**config.mk**
```make
export PLATFORM = sky130hd
export DESIGN_NAME = audio_channel_attach_output
export DESIGN_NICKNAME = d
export VERILOG_FILES = /design/src/shared/audio_attach_pkg.sv /design/src/core/audio_channel_attach_output.sv
export SDC_FILE = /design/constraint.sdc
export NUM_CORES = 2
export LEC_CHECK = 0
export CELL_PAD_IN_SITES_DETAIL_PLACEMENT = 1
export CELL_PAD_IN_SITES_GLOBAL_PLACEMENT = 1
export CORE_UTILIZATION = 47
export CTS_BUF_LIST = sky130_fd_sc_hd__clkbuf_16
export DETAILED_ROUTE_END_ITERATION = 8
export DONT_BUFFER_PORTS = 1
export PLACE_DENSITY = 0.76
export SLEW_MARGIN = 20
export SYNTH_ARGS = -nofsm -noshare
export SYNTH_HDL_FRONTEND = slang
export SYNTH_SLANG_ARGS = --single-unit
```
**constraint.sdc**
```tcl
create_clock -name aclk -period 6.9 [get_ports aclk]
set_clock_uncertainty 0.15 [all_clocks]
set_input_delay 1.38 -clock aclk [delete_from_list [all_inputs] [get_ports aclk]]
set_output_delay 1.38 -clock aclk [all_outputs]
set_load 0.01 [all_outputs]
```
**src/shared/audio_attach_pkg.sv**
```systemverilog
// Purpose: constants for the four-channel attach and sample output block
// Assumes: 32-bit axi4-lite register bus, byte addresses
// Notes: register words are one aligned word each
package audio_attach_pkg;
  localparam int num_ch = 4;
  // register byte offsets
  localparam logic [7:0] attach_ctrl_off = 8'h00;
  localparam logic [7:0] dma_en_off = 8'h04;
  localparam logic [7:0] irq_status_off = 8'h08;
  localparam logic [7:0] irq_mask_off = 8'h0c;
  localparam logic [7:0] ch_base_off = 8'h10;
  localparam logic [7:0] ch_stride = 8'h10;
  // per channel word offsets within a channel block
  localparam logic [1:0] ch_period_word = 2'h0;
  localparam logic [1:0] ch_volume_word = 2'h1;
  localparam logic [1:0] ch_length_word = 2'h2;
  localparam logic [1:0] ch_data_word = 2'h3;
  // attach control field positions
  localparam int period_attach_lsb = 4;
  localparam int volume_attach_lsb = 0;
  // reset values
  localparam logic [15:0] attach_ctrl_rst = 16'h0000;
  localparam logic [15:0] period_rst = 16'h0000;
  localparam logic [6:0] volume_rst = 7'h00;
  localparam logic [15:0] length_rst = 16'h0000;
  localparam logic [1:0] axi_okay = 2'b00;
  localparam logic [1:0] axi_slverr = 2'b10;
  typedef enum logic [3:0] {
    st_idle = 4'b0001,
    st_fetch = 4'b0010,
    st_hi = 4'b0100,
    st_lo = 4'b1000
  } ch_state_t;
endpackage

```
**src/core/audio_channel_attach_output.sv**
```systemverilog
// Purpose: four audio channels with attach modulation, dma and direct feed
// Assumes: dma controller answers a word request with dma_ack and dma_data
// Notes: converter outputs are signed sample times volume, 15 bits signed
`timescale 1ns/10ps

// Operation
// - period attach bit n makes channel n drive channel n+1 period
// - volume attach bit n makes channel n drive channel n+1 volume
// - channel 3 attach bits modulate nothing, only mute channel 3
// - single buffer playback restarts the pointer by itself when exhausted
// - dma mode interrupts once length is taken, and again at each buffer restart
// - dma disabled means direct mode, interrupt after each word output
// - direct mode without new word for two intervals holds last sample
// - direct mode uses period and volume registers as dma mode
// - sample bytes are signed, -128 to 127, before volume scaling
// - modulator period expiry writes its word into modulated register
// - volume modulation takes bits 6-0 of the word, ignores upper bits
// - both attach bits set alternate words as volume then period
// - upper byte is output first, then the lower byte
module audio_channel_attach_output
  import audio_attach_pkg::*;
#(
  parameter int addr_w = 8
)
(
  // clock and reset
  input wire logic aclk,
  input wire logic aresetn,
  input wire logic clk_en,
  // axi4-lite write
  input wire logic [addr_w-1:0] s_axi_awaddr,
  input wire logic s_axi_awvalid,
  output logic s_axi_awready,
  input wire logic [31:0] s_axi_wdata,
  input wire logic [3:0] s_axi_wstrb,
  input wire logic s_axi_wvalid,
  output logic s_axi_wready,
  output logic [1:0] s_axi_bresp,
  output logic s_axi_bvalid,
  input wire logic s_axi_bready,
  // axi4-lite read
  input wire logic [addr_w-1:0] s_axi_araddr,
  input wire logic s_axi_arvalid,
  output logic s_axi_arready,
  output logic [31:0] s_axi_rdata,
  output logic [1:0] s_axi_rresp,
  output logic s_axi_rvalid,
  input wire logic s_axi_rready,
  // dma word requests, one bit per channel
  output logic [3:0] dma_req,
  output logic [3:0] dma_restart,
  input wire logic [3:0] dma_ack,
  input wire logic [15:0] dma_data,
  // converter outputs
  output logic [14:0] dac0,
  output logic [14:0] dac1,
  output logic [14:0] dac2,
  output logic [14:0] dac3,
  // interrupt
  output logic irq
);
  import audio_attach_pkg::*;

  // ********************************
  // register state
  // ********************************
  logic [15:0] attach_reg, attach_next;
  logic [3:0] dmaen_reg, dmaen_next;
  logic [3:0] ists_reg, ists_next;
  logic [3:0] imask_reg, imask_next;
  logic [15:0] per_reg [num_ch];
  logic [15:0] per_next [num_ch];
  logic [6:0] vol_reg [num_ch];
  logic [6:0] vol_next [num_ch];
  logic [15:0] len_reg [num_ch];
  logic [15:0] len_next [num_ch];
  logic [15:0] hold_reg [num_ch];
  logic [15:0] hold_next [num_ch];
  logic [3:0] hold_full_reg, hold_full_next;
  // channel engine state
  ch_state_t st_reg [num_ch];
  ch_state_t st_next [num_ch];
  logic [15:0] pcnt_reg [num_ch];
  logic [15:0] pcnt_next [num_ch];
  logic [15:0] lcnt_reg [num_ch];
  logic [15:0] lcnt_next [num_ch];
  logic [15:0] buf_reg [num_ch];
  logic [15:0] buf_next [num_ch];
  logic [3:0] alt_reg, alt_next;
  logic [1:0] miss_reg [num_ch];
  logic [1:0] miss_next [num_ch];
  logic [14:0] dac_reg [num_ch];
  logic [14:0] dac_next [num_ch];
  logic [3:0] req_reg, req_next;
  logic [3:0] rst_reg, rst_next;
  // bus state
  logic aw_got_reg, aw_got_next, w_got_reg, w_got_next;
  logic [addr_w-1:0] waddr_reg, waddr_next;
  logic [31:0] wdata_reg, wdata_next;
  logic bvalid_reg, bvalid_next, rvalid_reg, rvalid_next;
  logic [1:0] bresp_reg, bresp_next, rresp_reg, rresp_next;
  logic [31:0] rdata_reg, rdata_next;
  logic irq_reg, irq_next;
  logic awrdy_reg, awrdy_next, wrdy_reg, wrdy_next, ardy_reg, ardy_next;

  function automatic logic is_attached(input logic [15:0] a, input int ch);
    return a[period_attach_lsb+ch] | a[volume_attach_lsb+ch];
  endfunction

  // signed byte times 7-bit volume
  function automatic logic [14:0] scale(input logic [7:0] b, input logic [6:0] v);
    logic signed [15:0] p;
    p = 16'sh0000;
    p = $signed({{8{b[7]}}, b}) * $signed({9'h000, v});
    return p[14:0];
  endfunction

  // ********************************
  // combined next state
  // ********************************
  always_comb
  begin
    logic wr;
    logic [addr_w-1:0] wa;
    int wch;
    logic [1:0] wword;
    logic [3:0] ev;
    attach_next = attach_reg;
    dmaen_next = dmaen_reg;
    imask_next = imask_reg;
    hold_full_next = hold_full_reg;
    alt_next = alt_reg;
    req_next = 4'h0;
    rst_next = 4'h0;
    ev = 4'h0;
    for (int i = 0; i < num_ch; i++)
    begin
      per_next[i] = per_reg[i];
      vol_next[i] = vol_reg[i];
      len_next[i] = len_reg[i];
      hold_next[i] = hold_reg[i];
      st_next[i] = st_reg[i];
      pcnt_next[i] = pcnt_reg[i];
      lcnt_next[i] = lcnt_reg[i];
      buf_next[i] = buf_reg[i];
      miss_next[i] = miss_reg[i];
      dac_next[i] = dac_reg[i];
    end
    // bus write channel capture
    aw_got_next = aw_got_reg | s_axi_awvalid;
    w_got_next = w_got_reg | s_axi_wvalid;
    waddr_next = (s_axi_awvalid & ~aw_got_reg) ? s_axi_awaddr : waddr_reg;
    wdata_next = (s_axi_wvalid & ~w_got_reg) ? s_axi_wdata : wdata_reg;
    bvalid_next = bvalid_reg & ~s_axi_bready;
    bresp_next = bresp_reg;
    wr = aw_got_reg & w_got_reg & ~bvalid_reg;
    wa = waddr_reg;
    wch = 32'(wa[6:4]) - 1;
    wword = wa[3:2];
    if (wr)
    begin
      aw_got_next = 1'b0;
      w_got_next = 1'b0;
      bvalid_next = 1'b1;
      bresp_next = axi_okay;
      // channel blocks run up to 0x4c, so channel 3 stays reachable
      if (wa[7] || wa[6:4] > 3'h4 || wa[1:0] != 2'b00)
        bresp_next = axi_slverr;
      else if (wa[6:4] == 3'h0)
      begin
        unique case (wa[3:0])
          attach_ctrl_off[3:0]: attach_next = wdata_reg[15:0];
          dma_en_off[3:0]: dmaen_next = wdata_reg[3:0];
          irq_status_off[3:0]: ;
          default: imask_next = wdata_reg[3:0];
        endcase
      end
      else
      begin
        unique case (wword)
          ch_period_word: per_next[wch] = wdata_reg[15:0];
          ch_volume_word: vol_next[wch] = wdata_reg[6:0];
          ch_length_word: len_next[wch] = wdata_reg[15:0];
          default:
          begin
            hold_next[wch] = wdata_reg[15:0];
            hold_full_next[wch] = 1'b1;
          end
        endcase
      end
    end
    // dma words land in the holding latch
    for (int i = 0; i < num_ch; i++)
      if (dma_ack[i] && dmaen_reg[i])
      begin
        hold_next[i] = dma_data;
        hold_full_next[i] = 1'b1;
      end
    // channel engines
    for (int i = 0; i < num_ch; i++)
    begin
      logic att, pa, va, fin;
      logic [15:0] w;
      att = is_attached(attach_reg, i);
      pa = attach_reg[period_attach_lsb+i];
      va = attach_reg[volume_attach_lsb+i];
      fin = (pcnt_reg[i] <= 16'h0001);
      w = buf_reg[i];
      unique case (st_reg[i])
        st_idle:
        begin
          alt_next[i] = 1'b0;
          if (dmaen_reg[i])
          begin
            lcnt_next[i] = len_reg[i];
            ev[i] = 1'b1;
            req_next[i] = 1'b1;
            hold_full_next[i] = 1'b0;
            st_next[i] = st_fetch;
          end
          else if (hold_full_reg[i])
          begin
            buf_next[i] = hold_reg[i];
            hold_full_next[i] = 1'b0;
            pcnt_next[i] = per_reg[i];
            miss_next[i] = 2'h0;
            st_next[i] = st_hi;
          end
        end
        st_fetch:
          if (!dmaen_reg[i])
            st_next[i] = st_idle;
          else if (hold_full_reg[i])
          begin
            buf_next[i] = hold_reg[i];
            hold_full_next[i] = 1'b0;
            pcnt_next[i] = per_reg[i];
            req_next[i] = 1'b1;
            st_next[i] = st_hi;
          end
        st_hi, st_lo:
        begin
          if (!att && i < num_ch)
            dac_next[i] = scale(st_reg[i] == st_hi ? w[15:8] : w[7:0], vol_reg[i]);
          if (att)
            dac_next[i] = 15'h0000;
          pcnt_next[i] = pcnt_reg[i] - 16'h0001;
          if (fin)
          begin
            pcnt_next[i] = per_reg[i];
            if (st_reg[i] == st_hi && !(pa && va && !alt_reg[i] && i < 3))
              st_next[i] = st_lo;
            else
            begin
              st_next[i] = st_hi;
              // modulator word goes to the next channel
              if (i < 3 && pa && va)
              begin
                if (!alt_reg[i])
                  vol_next[(i+1)%num_ch] = w[6:0];
                else
                  per_next[(i+1)%num_ch] = w;
                alt_next[i] = ~alt_reg[i];
              end
              else if (i < 3 && va)
                vol_next[(i+1)%num_ch] = w[6:0];
              else if (i < 3 && pa)
                per_next[(i+1)%num_ch] = w;
              if (dmaen_reg[i])
              begin
                buf_next[i] = hold_reg[i];
                hold_full_next[i] = 1'b0;
                req_next[i] = 1'b1;
                lcnt_next[i] = lcnt_reg[i] - 16'h0001;
                if (lcnt_reg[i] <= 16'h0001)
                begin
                  lcnt_next[i] = len_reg[i];
                  rst_next[i] = 1'b1;
                  ev[i] = 1'b1;
                end
              end
              else
              begin
                ev[i] = 1'b1;
                if (hold_full_reg[i])
                begin
                  buf_next[i] = hold_reg[i];
                  hold_full_next[i] = 1'b0;
                  miss_next[i] = 2'h0;
                end
                else if (miss_reg[i] == 2'h1)
                  st_next[i] = st_idle;
                else
                  miss_next[i] = miss_reg[i] + 2'h1;
              end
            end
          end
          if (!dmaen_reg[i] && st_reg[i] != st_hi && st_reg[i] != st_lo)
            st_next[i] = st_idle;
        end
      endcase
      if (att)
        dac_next[i] = 15'h0000;
    end
    // interrupt status, set wins over write-one clear
    ists_next = ists_reg;
    if (wr && wa == irq_status_off[addr_w-1:0])
      ists_next = ists_reg & ~wdata_reg[3:0];
    ists_next = ists_next | ev;
    irq_next = |(ists_next & imask_next);
    // bus read
    rvalid_next = rvalid_reg & ~s_axi_rready;
    rdata_next = rdata_reg;
    rresp_next = rresp_reg;
    if (s_axi_arvalid && !rvalid_reg)
    begin
      int rch;
      rch = 32'(s_axi_araddr[6:4]) - 1;
      rvalid_next = 1'b1;
      rresp_next = axi_okay;
      rdata_next = 32'h0000_0000;
      if (s_axi_araddr[7] || s_axi_araddr[6:4] > 3'h4 || s_axi_araddr[1:0] != 2'b00)
        rresp_next = axi_slverr;
      else if (s_axi_araddr[6:4] == 3'h0)
      begin
        unique case (s_axi_araddr[3:0])
          attach_ctrl_off[3:0]: rdata_next = {16'h0000, attach_reg};
          dma_en_off[3:0]: rdata_next = {28'h0000000, dmaen_reg};
          irq_status_off[3:0]: rdata_next = {28'h0000000, ists_reg};
          default: rdata_next = {28'h0000000, imask_reg};
        endcase
      end
      else
      begin
        unique case (s_axi_araddr[3:2])
          ch_period_word: rdata_next = {16'h0000, per_reg[rch]};
          ch_volume_word: rdata_next = {25'h0000000, vol_reg[rch]};
          ch_length_word: rdata_next = {16'h0000, len_reg[rch]};
          default: rdata_next = {12'h000, st_reg[rch], lcnt_reg[rch]};
        endcase
      end
    end
    // readies are flops loaded from the next slot state, so they match the slot state each cycle
    awrdy_next = ~aw_got_next;
    wrdy_next = ~w_got_next;
    ardy_next = ~rvalid_next;
  end

  // ********************************
  // registers
  // ********************************
  always_ff @(posedge aclk)
  begin
    if (!aresetn)
    begin
      attach_reg <= attach_ctrl_rst;
      dmaen_reg <= 4'h0;
      ists_reg <= 4'h0;
      imask_reg <= 4'h0;
      hold_full_reg <= 4'h0;
      alt_reg <= 4'h0;
      req_reg <= 4'h0;
      rst_reg <= 4'h0;
      aw_got_reg <= 1'b0;
      w_got_reg <= 1'b0;
      waddr_reg <= '0;
      wdata_reg <= 32'h0000_0000;
      bvalid_reg <= 1'b0;
      rvalid_reg <= 1'b0;
      bresp_reg <= axi_okay;
      rresp_reg <= axi_okay;
      rdata_reg <= 32'h0000_0000;
      irq_reg <= 1'b0;
      awrdy_reg <= 1'b1;
      wrdy_reg <= 1'b1;
      ardy_reg <= 1'b1;
      for (int i = 0; i < num_ch; i++)
      begin
        per_reg[i] <= period_rst;
        vol_reg[i] <= volume_rst;
        len_reg[i] <= length_rst;
        hold_reg[i] <= 16'h0000;
        st_reg[i] <= st_idle;
        pcnt_reg[i] <= 16'h0000;
        lcnt_reg[i] <= 16'h0000;
        buf_reg[i] <= 16'h0000;
        miss_reg[i] <= 2'h0;
        dac_reg[i] <= 15'h0000;
      end
    end
    else if (clk_en)
    begin
      attach_reg <= attach_next;
      dmaen_reg <= dmaen_next;
      ists_reg <= ists_next;
      imask_reg <= imask_next;
      hold_full_reg <= hold_full_next;
      alt_reg <= alt_next;
      req_reg <= req_next;
      rst_reg <= rst_next;
      aw_got_reg <= aw_got_next;
      w_got_reg <= w_got_next;
      waddr_reg <= waddr_next;
      wdata_reg <= wdata_next;
      bvalid_reg <= bvalid_next;
      rvalid_reg <= rvalid_next;
      bresp_reg <= bresp_next;
      rresp_reg <= rresp_next;
      rdata_reg <= rdata_next;
      irq_reg <= irq_next;
      awrdy_reg <= awrdy_next;
      wrdy_reg <= wrdy_next;
      ardy_reg <= ardy_next;
      for (int i = 0; i < num_ch; i++)
      begin
        per_reg[i] <= per_next[i];
        vol_reg[i] <= vol_next[i];
        len_reg[i] <= len_next[i];
        hold_reg[i] <= hold_next[i];
        st_reg[i] <= st_next[i];
        pcnt_reg[i] <= pcnt_next[i];
        lcnt_reg[i] <= lcnt_next[i];
        buf_reg[i] <= buf_next[i];
        miss_reg[i] <= miss_next[i];
        dac_reg[i] <= dac_next[i];
      end
    end
  end

  // ready is high while the channel slot is free
  assign s_axi_awready = awrdy_reg;
  assign s_axi_wready = wrdy_reg;
  assign s_axi_bvalid = bvalid_reg;
  assign s_axi_bresp = bresp_reg;
  assign s_axi_arready = ardy_reg;
  assign s_axi_rvalid = rvalid_reg;
  assign s_axi_rdata = rdata_reg;
  assign s_axi_rresp = rresp_reg;
  assign dma_req = req_reg;
  assign dma_restart = rst_reg;
  assign dac0 = dac_reg[0];
  assign dac1 = dac_reg[1];
  assign dac2 = dac_reg[2];
  assign dac3 = dac_reg[3];
  assign irq = irq_reg;
endmodule

```
Word level (Yosys, flattened, before mapping). Memory sizes are Yosys's and may differ from the RTL's. Index checks and enable logic that the tools add are counted. W data, S select, Z words.

Memories: 10. Bits in registers: 111. Memory bits (writable): 496. Output and inout port bits: 110.

Memories: buf_reg (depth 4, width 16, read ports 4, clocked after Yosys merged registers in 0, write ports 4, line audio_channel_attach_output.sv:87) `logic [15:0] buf_reg [num_ch];`; hold_reg (depth 4, width 16, read ports 4, clocked after Yosys merged registers in 0, write ports 4, line audio_channel_attach_output.sv:77) `logic [15:0] hold_reg [num_ch];`; lcnt_reg (depth 4, width 16, read ports 5, clocked after Yosys merged registers in 0, write ports 4, line audio_channel_attach_output.sv:85) `logic [15:0] lcnt_reg [num_ch];`; len_reg (depth 4, width 16, read ports 5, clocked after Yosys merged registers in 0, write ports 4, line audio_channel_attach_output.sv:75) `logic [15:0] len_reg [num_ch];`; pcnt_reg (depth 4, width 16, read ports 4, clocked after Yosys merged registers in 0, write ports 4, line audio_channel_attach_output.sv:83) `logic [15:0] pcnt_reg [num_ch];`; per_reg (depth 4, width 16, read ports 5, clocked after Yosys merged registers in 0, write ports 4, line audio_channel_attach_output.sv:71) `logic [15:0] per_reg [num_ch];`; +4 memories.

Reduce and logical (&&, ||, !) cells: 67. Equal/unequal tests: 46. $mul: 4. Add/subtract/negate cells: 14. Magnitude comparators: 14. Mux-type cells: 388. Bitwise operators: 70.

Operators by type and width (number): $mux W16 (110); $mux W64 (12); $pmux W16 S3 (9); $bwmux W64 (3); $mux W15 (12); $mux W7 (23); $mux W4 (37); $le A16 B1 Y1 const B (8); $pmux W16 S2 (4); $sub A16 B1 Y16 const B (8); $mux W28 (4); $mux W1 (94); $mux W2 (34); $mux W32 (2); $mul A8 B8 Y15 (4); $pmux W20 S3 (1); $pmux W4 S3 (4); $or A1 B1 Y1 (46); $mux W3 (12); $demux W16 S2 (1); $ge A32 B3 Y1 const B (1); $lt A32 B1 Y1 const B (1); $mux W8 (4); $not A32 Y32 (1); other kinds (39) (168).

Longest topological paths before layout.
Depth in word-level cells: 18. Depth in mapped cells: 20. Gate-level depth less buffers: 19.

Worst setup path after synthesis. No wires, ideal clock.

Path type: input -> register. Start: input port clk_en. End: memory len_reg[0][0], enable pin. Required time: 6.176 ns. Stages on the path: 5. Data arrival time: 6.817 ns. Setup slack: -0.642 ns. Path buffers: 1. Path through: clkbuf_1 > clkinv_1 > nor3_1 > nand2_1 > o21ai_0.

RTL lines: from (decl) (line audio_channel_attach_output.sv:29) `input wire logic clk_en,`; to (decl) (line audio_channel_attach_output.sv:75).

==> impl_metrics.py <==
metrics = {
    "yosys": {
        "ys_ff_latch": 593,
        "synthCells": 4220,
        "synth_edf_count": 496,
        "synth.avg_cell_area_um2": 9.782,
        "synth_area_leaders": "edfxtp_1 (36%), fa_1 (8.5%), dfxtp_1 (4.7%)",
        "async_flop_share_pct": 0,
        "ys_seq_area_share_pct": 40.79,
        "synth_top_area_share_pct": 36.08,
        "ys_types": 87,
        "synth_ff_type": "edfxtp_1",
        "synth_area_um2": 41280,
        "synth.largest_area_cell": "edfxtp_1",
        "yosysWarnings": 0,
    },
    "finish": {
        "fin_nets": 4528,
        "layout_commonest_cell": "edfxtp_1",
        "syn_to_final_growth_pct": 8.854,
        "utilization_pct": 51.71,
        "final_cell_mix": "edfxtp_1 (496), nand2_1 (482), nor2_1 (423), inv_1 (371), a21oi_1 (284)",
        "final_layout_size_suffix_gt1_share_pct": 8.288,
    },
    "critical_path": {
        "critPathArrivalTime_ns": 6.54,
        "endpoint_kind": "flop",
        "crit_type": "flop to flop",
        "worstPathMaxFanout": 9,
        "startpoint_type": "flop",
        "ff2ff_setup_slack_ns": 0.56,
        "required_ns": 7.10,
    },
    "cts": {
        "cts_max_level": 3,
        "post_cts_buffers": 0,
        "cts_hold_buf": 0,
        "cts-root-buf": "clkbuf_16",
        "clock-sinks": 593,
        "clock_latency_ns": 0.65,
        "post_cts_resized": 0,
        "cts_tree": "built",
        "clock_path_buffers": 3,
        "numCtsBuffers": 73,
        "cts.reportedPaths.clkPinSlew_ns": 0.06,
    },
    "pwr": {
        "leakage_nw": 17.25,
        "peakVddDrop_uv": 185.1,
        "comb_power_share_pct": 13.4,
        "p_clk_share_pct": 41.3,
        "p_switching_mw": 2.800,
        "intPower_mw": 6.943,
        "power_density_nw_per_um2": 216.8,
        "power_frac_seq_pct": 45.4,
        "switching_share_pct": 28.74,
    },
    "timing": {
        "fin_crit_ns": 6.340,
        "rsz0062_at_grt": "false",
        "relSlewSlack_pct": 18.82,
        "finalSetupTns_ns": 0,
        "fmax_mhz": 157.7,
        "tightestPinTransition_ns": 1.202,
        "final-setup-viol-count": 0,
        "drv_slew": 0,
        "min_period_over_period_pct": 91.89,
        "finalHoldViolCount": 0,
    },
    "global_routing": {
        "grt_pass1_wl_um": 224000,
        "grt_overflow": 0,
        "grt_pass1_vias": 34430,
        "grt_max_degree": 99,
        "antenna_found_initial": 11,
        "track_usage_pct": 33.64,
    },
    "die": {
        "die_x_um": 298.4,
        "die_area_um2": 89020,
        "io_pins": 190,
        "core_area_um2": 86890,
        "placement_rows": 108,
        "chipHeight_um": 298.4,
        "initial_core_util_pct": 47.51,
    },
    "route": {
        "drt_iter0_drc": 4604,
        "routed_via_density": 6.458,
        "dr.pass1.iters": 6,
        "wl_met1_um": 58690,
        "post-route-drc-count": 0,
        "routed_wirelength_um": 151000,
        "wl_met2_um": 68530,
        "vias": 34580,
        "top_layer": "met5",
        "wl_per_cell_um": 28.19,
        "wl_met3_um": 15610,
        "ant_nets": 0,
    },
    "placed_design": {
        "gp_congestion": 0.9693,
        "portBuffers": 0,
        "hpwl_um": 110700,
    },
    "hold_path": {
        "worstHoldPathType": "flop to flop",
    },
    "status": {
        "status": "finished, final reports clean",
    },
    "job": {
        "maxCapViolations": 0,
    },
}
==> area by class of cell <==
| class | instances | area, µm² |
|---|---|---|
| diodes | 13 | 32.53 |
| clock buffers | 74 | 1852 |
| repair buffers | 85 | 663.1 |
| flip-flops and latches | 593 | 16840 |
| fillers | 9644 | 41960 |
| well taps | 1155 | 1445 |
| multi-input cells | 3021 | 22190 |
| inverters | 355 | 1334 |
| clock inverters | 59 | 581.8 |
==> kinds of logic after synthesis <==
group | Yosys count | synth area share (%)
adder cells (fa/ha/maj) | 320 | 12.89
buffers and inverters | 619 | 5.880
AO/OA/AOI/OAI | 897 | 13.83
other | 1 | 0.009085
AND/OR/NAND/NOR | 1433 | 16.21
multiplexers | 250 | 8.111
XOR/XNOR | 107 | 2.270
flip-flops | 593 | 40.79
==> final timing paths <==
check / start / to / cells after the start
setup / recovery: st_reg[3][2] / dac_reg[3][14] / 19
hold / removal: imask_reg[0] / imask_reg[0] / 2
setup reg to reg: st_reg[3][2] / dac_reg[3][14] / 19
hold reg to reg: imask_reg[0] / imask_reg[0] / 2
==> layer usage <==
layer,GRT usage (%),up-vias
met1,44.98,17670
met4,16.36,2
met3,6.790,344
met2,52.30,1791
met5,0,-
li1,-,14780
==> synthesized netlist by cell type (27+ instances only) <==
| library cell | n |
|---|---|
| nor4_1 | 27 |
| or3_1 | 36 |
| a21oi_1 | 289 |
| xnor2_1 | 79 |
| nor3_1 | 60 |
| nor2b_1 | 189 |
| edfxtp_1 | 496 |
| nand2_1 | 485 |
| nand2b_1 | 39 |
| nor2_1 | 428 |
| inv_1 | 354 |
| clkbuf_1 | 213 |
| a31oi_1 | 95 |
| mux2i_1 | 168 |
| a311oi_1 | 32 |
| ha_1 | 143 |
| xor2_1 | 28 |
| nand3_1 | 46 |
| dfxtp_1 | 97 |
| and2_1 | 38 |
| fa_1 | 176 |
| o21ai_0 | 173 |
| a211oi_1 | 124 |
| mux4_2 | 66 |
==> critical path: stages (launching register included) <==
cell       delay (ns)
edfxtp_1         0.51
nor2b_1          0.36
and2_1           0.51
mux2i_1          0.15
buf_4            0.20
nand2b_1         0.18
fa_1             0.56
inv_1            0.05
fa_1             0.50
fa_1             0.50
inv_1            0.05
fa_1             0.47
inv_1            0.04
ha_1             0.32
a21oi_1          0.22
o2111ai_1        0.21
a31o_2           0.30
a2111oi_0        0.51
or3_1            0.18
a21oi_1          0.06
==> metrics by stage <==
stage          hold WS, ns  total power, mW  std cells  setup WS (ns)  cell area, µm²
2_1_floorplan       0.2988            5.247       4233          1.086           41330
3_3_place_gp        0.3188            5.692       5209         0.7768           42440
3_5_place_dp        0.3316            5.751       5209         0.6718           42450
4_1_cts             0.3389            9.740       5342         0.6311           44880
5_1_grt             0.3677            10.02       5349         0.2684           44920
6_report            0.3505            9.743       5355         0.5598           44930
==> power by group through the flow <==
stage / Clock [mW] / Sequential (mW) / Combinational (mW)
after floorplan: 0 / 4.30 / 0.946
after global placement: 0 / 4.47 / 1.22
after detailed placement: 0 / 4.47 / 1.28
after CTS: 4.05 / 4.40 / 1.29
after global routing: 4.17 / 4.42 / 1.43
final: 4.02 / 4.42 / 1.30
(Power assumes the default switching activity.)
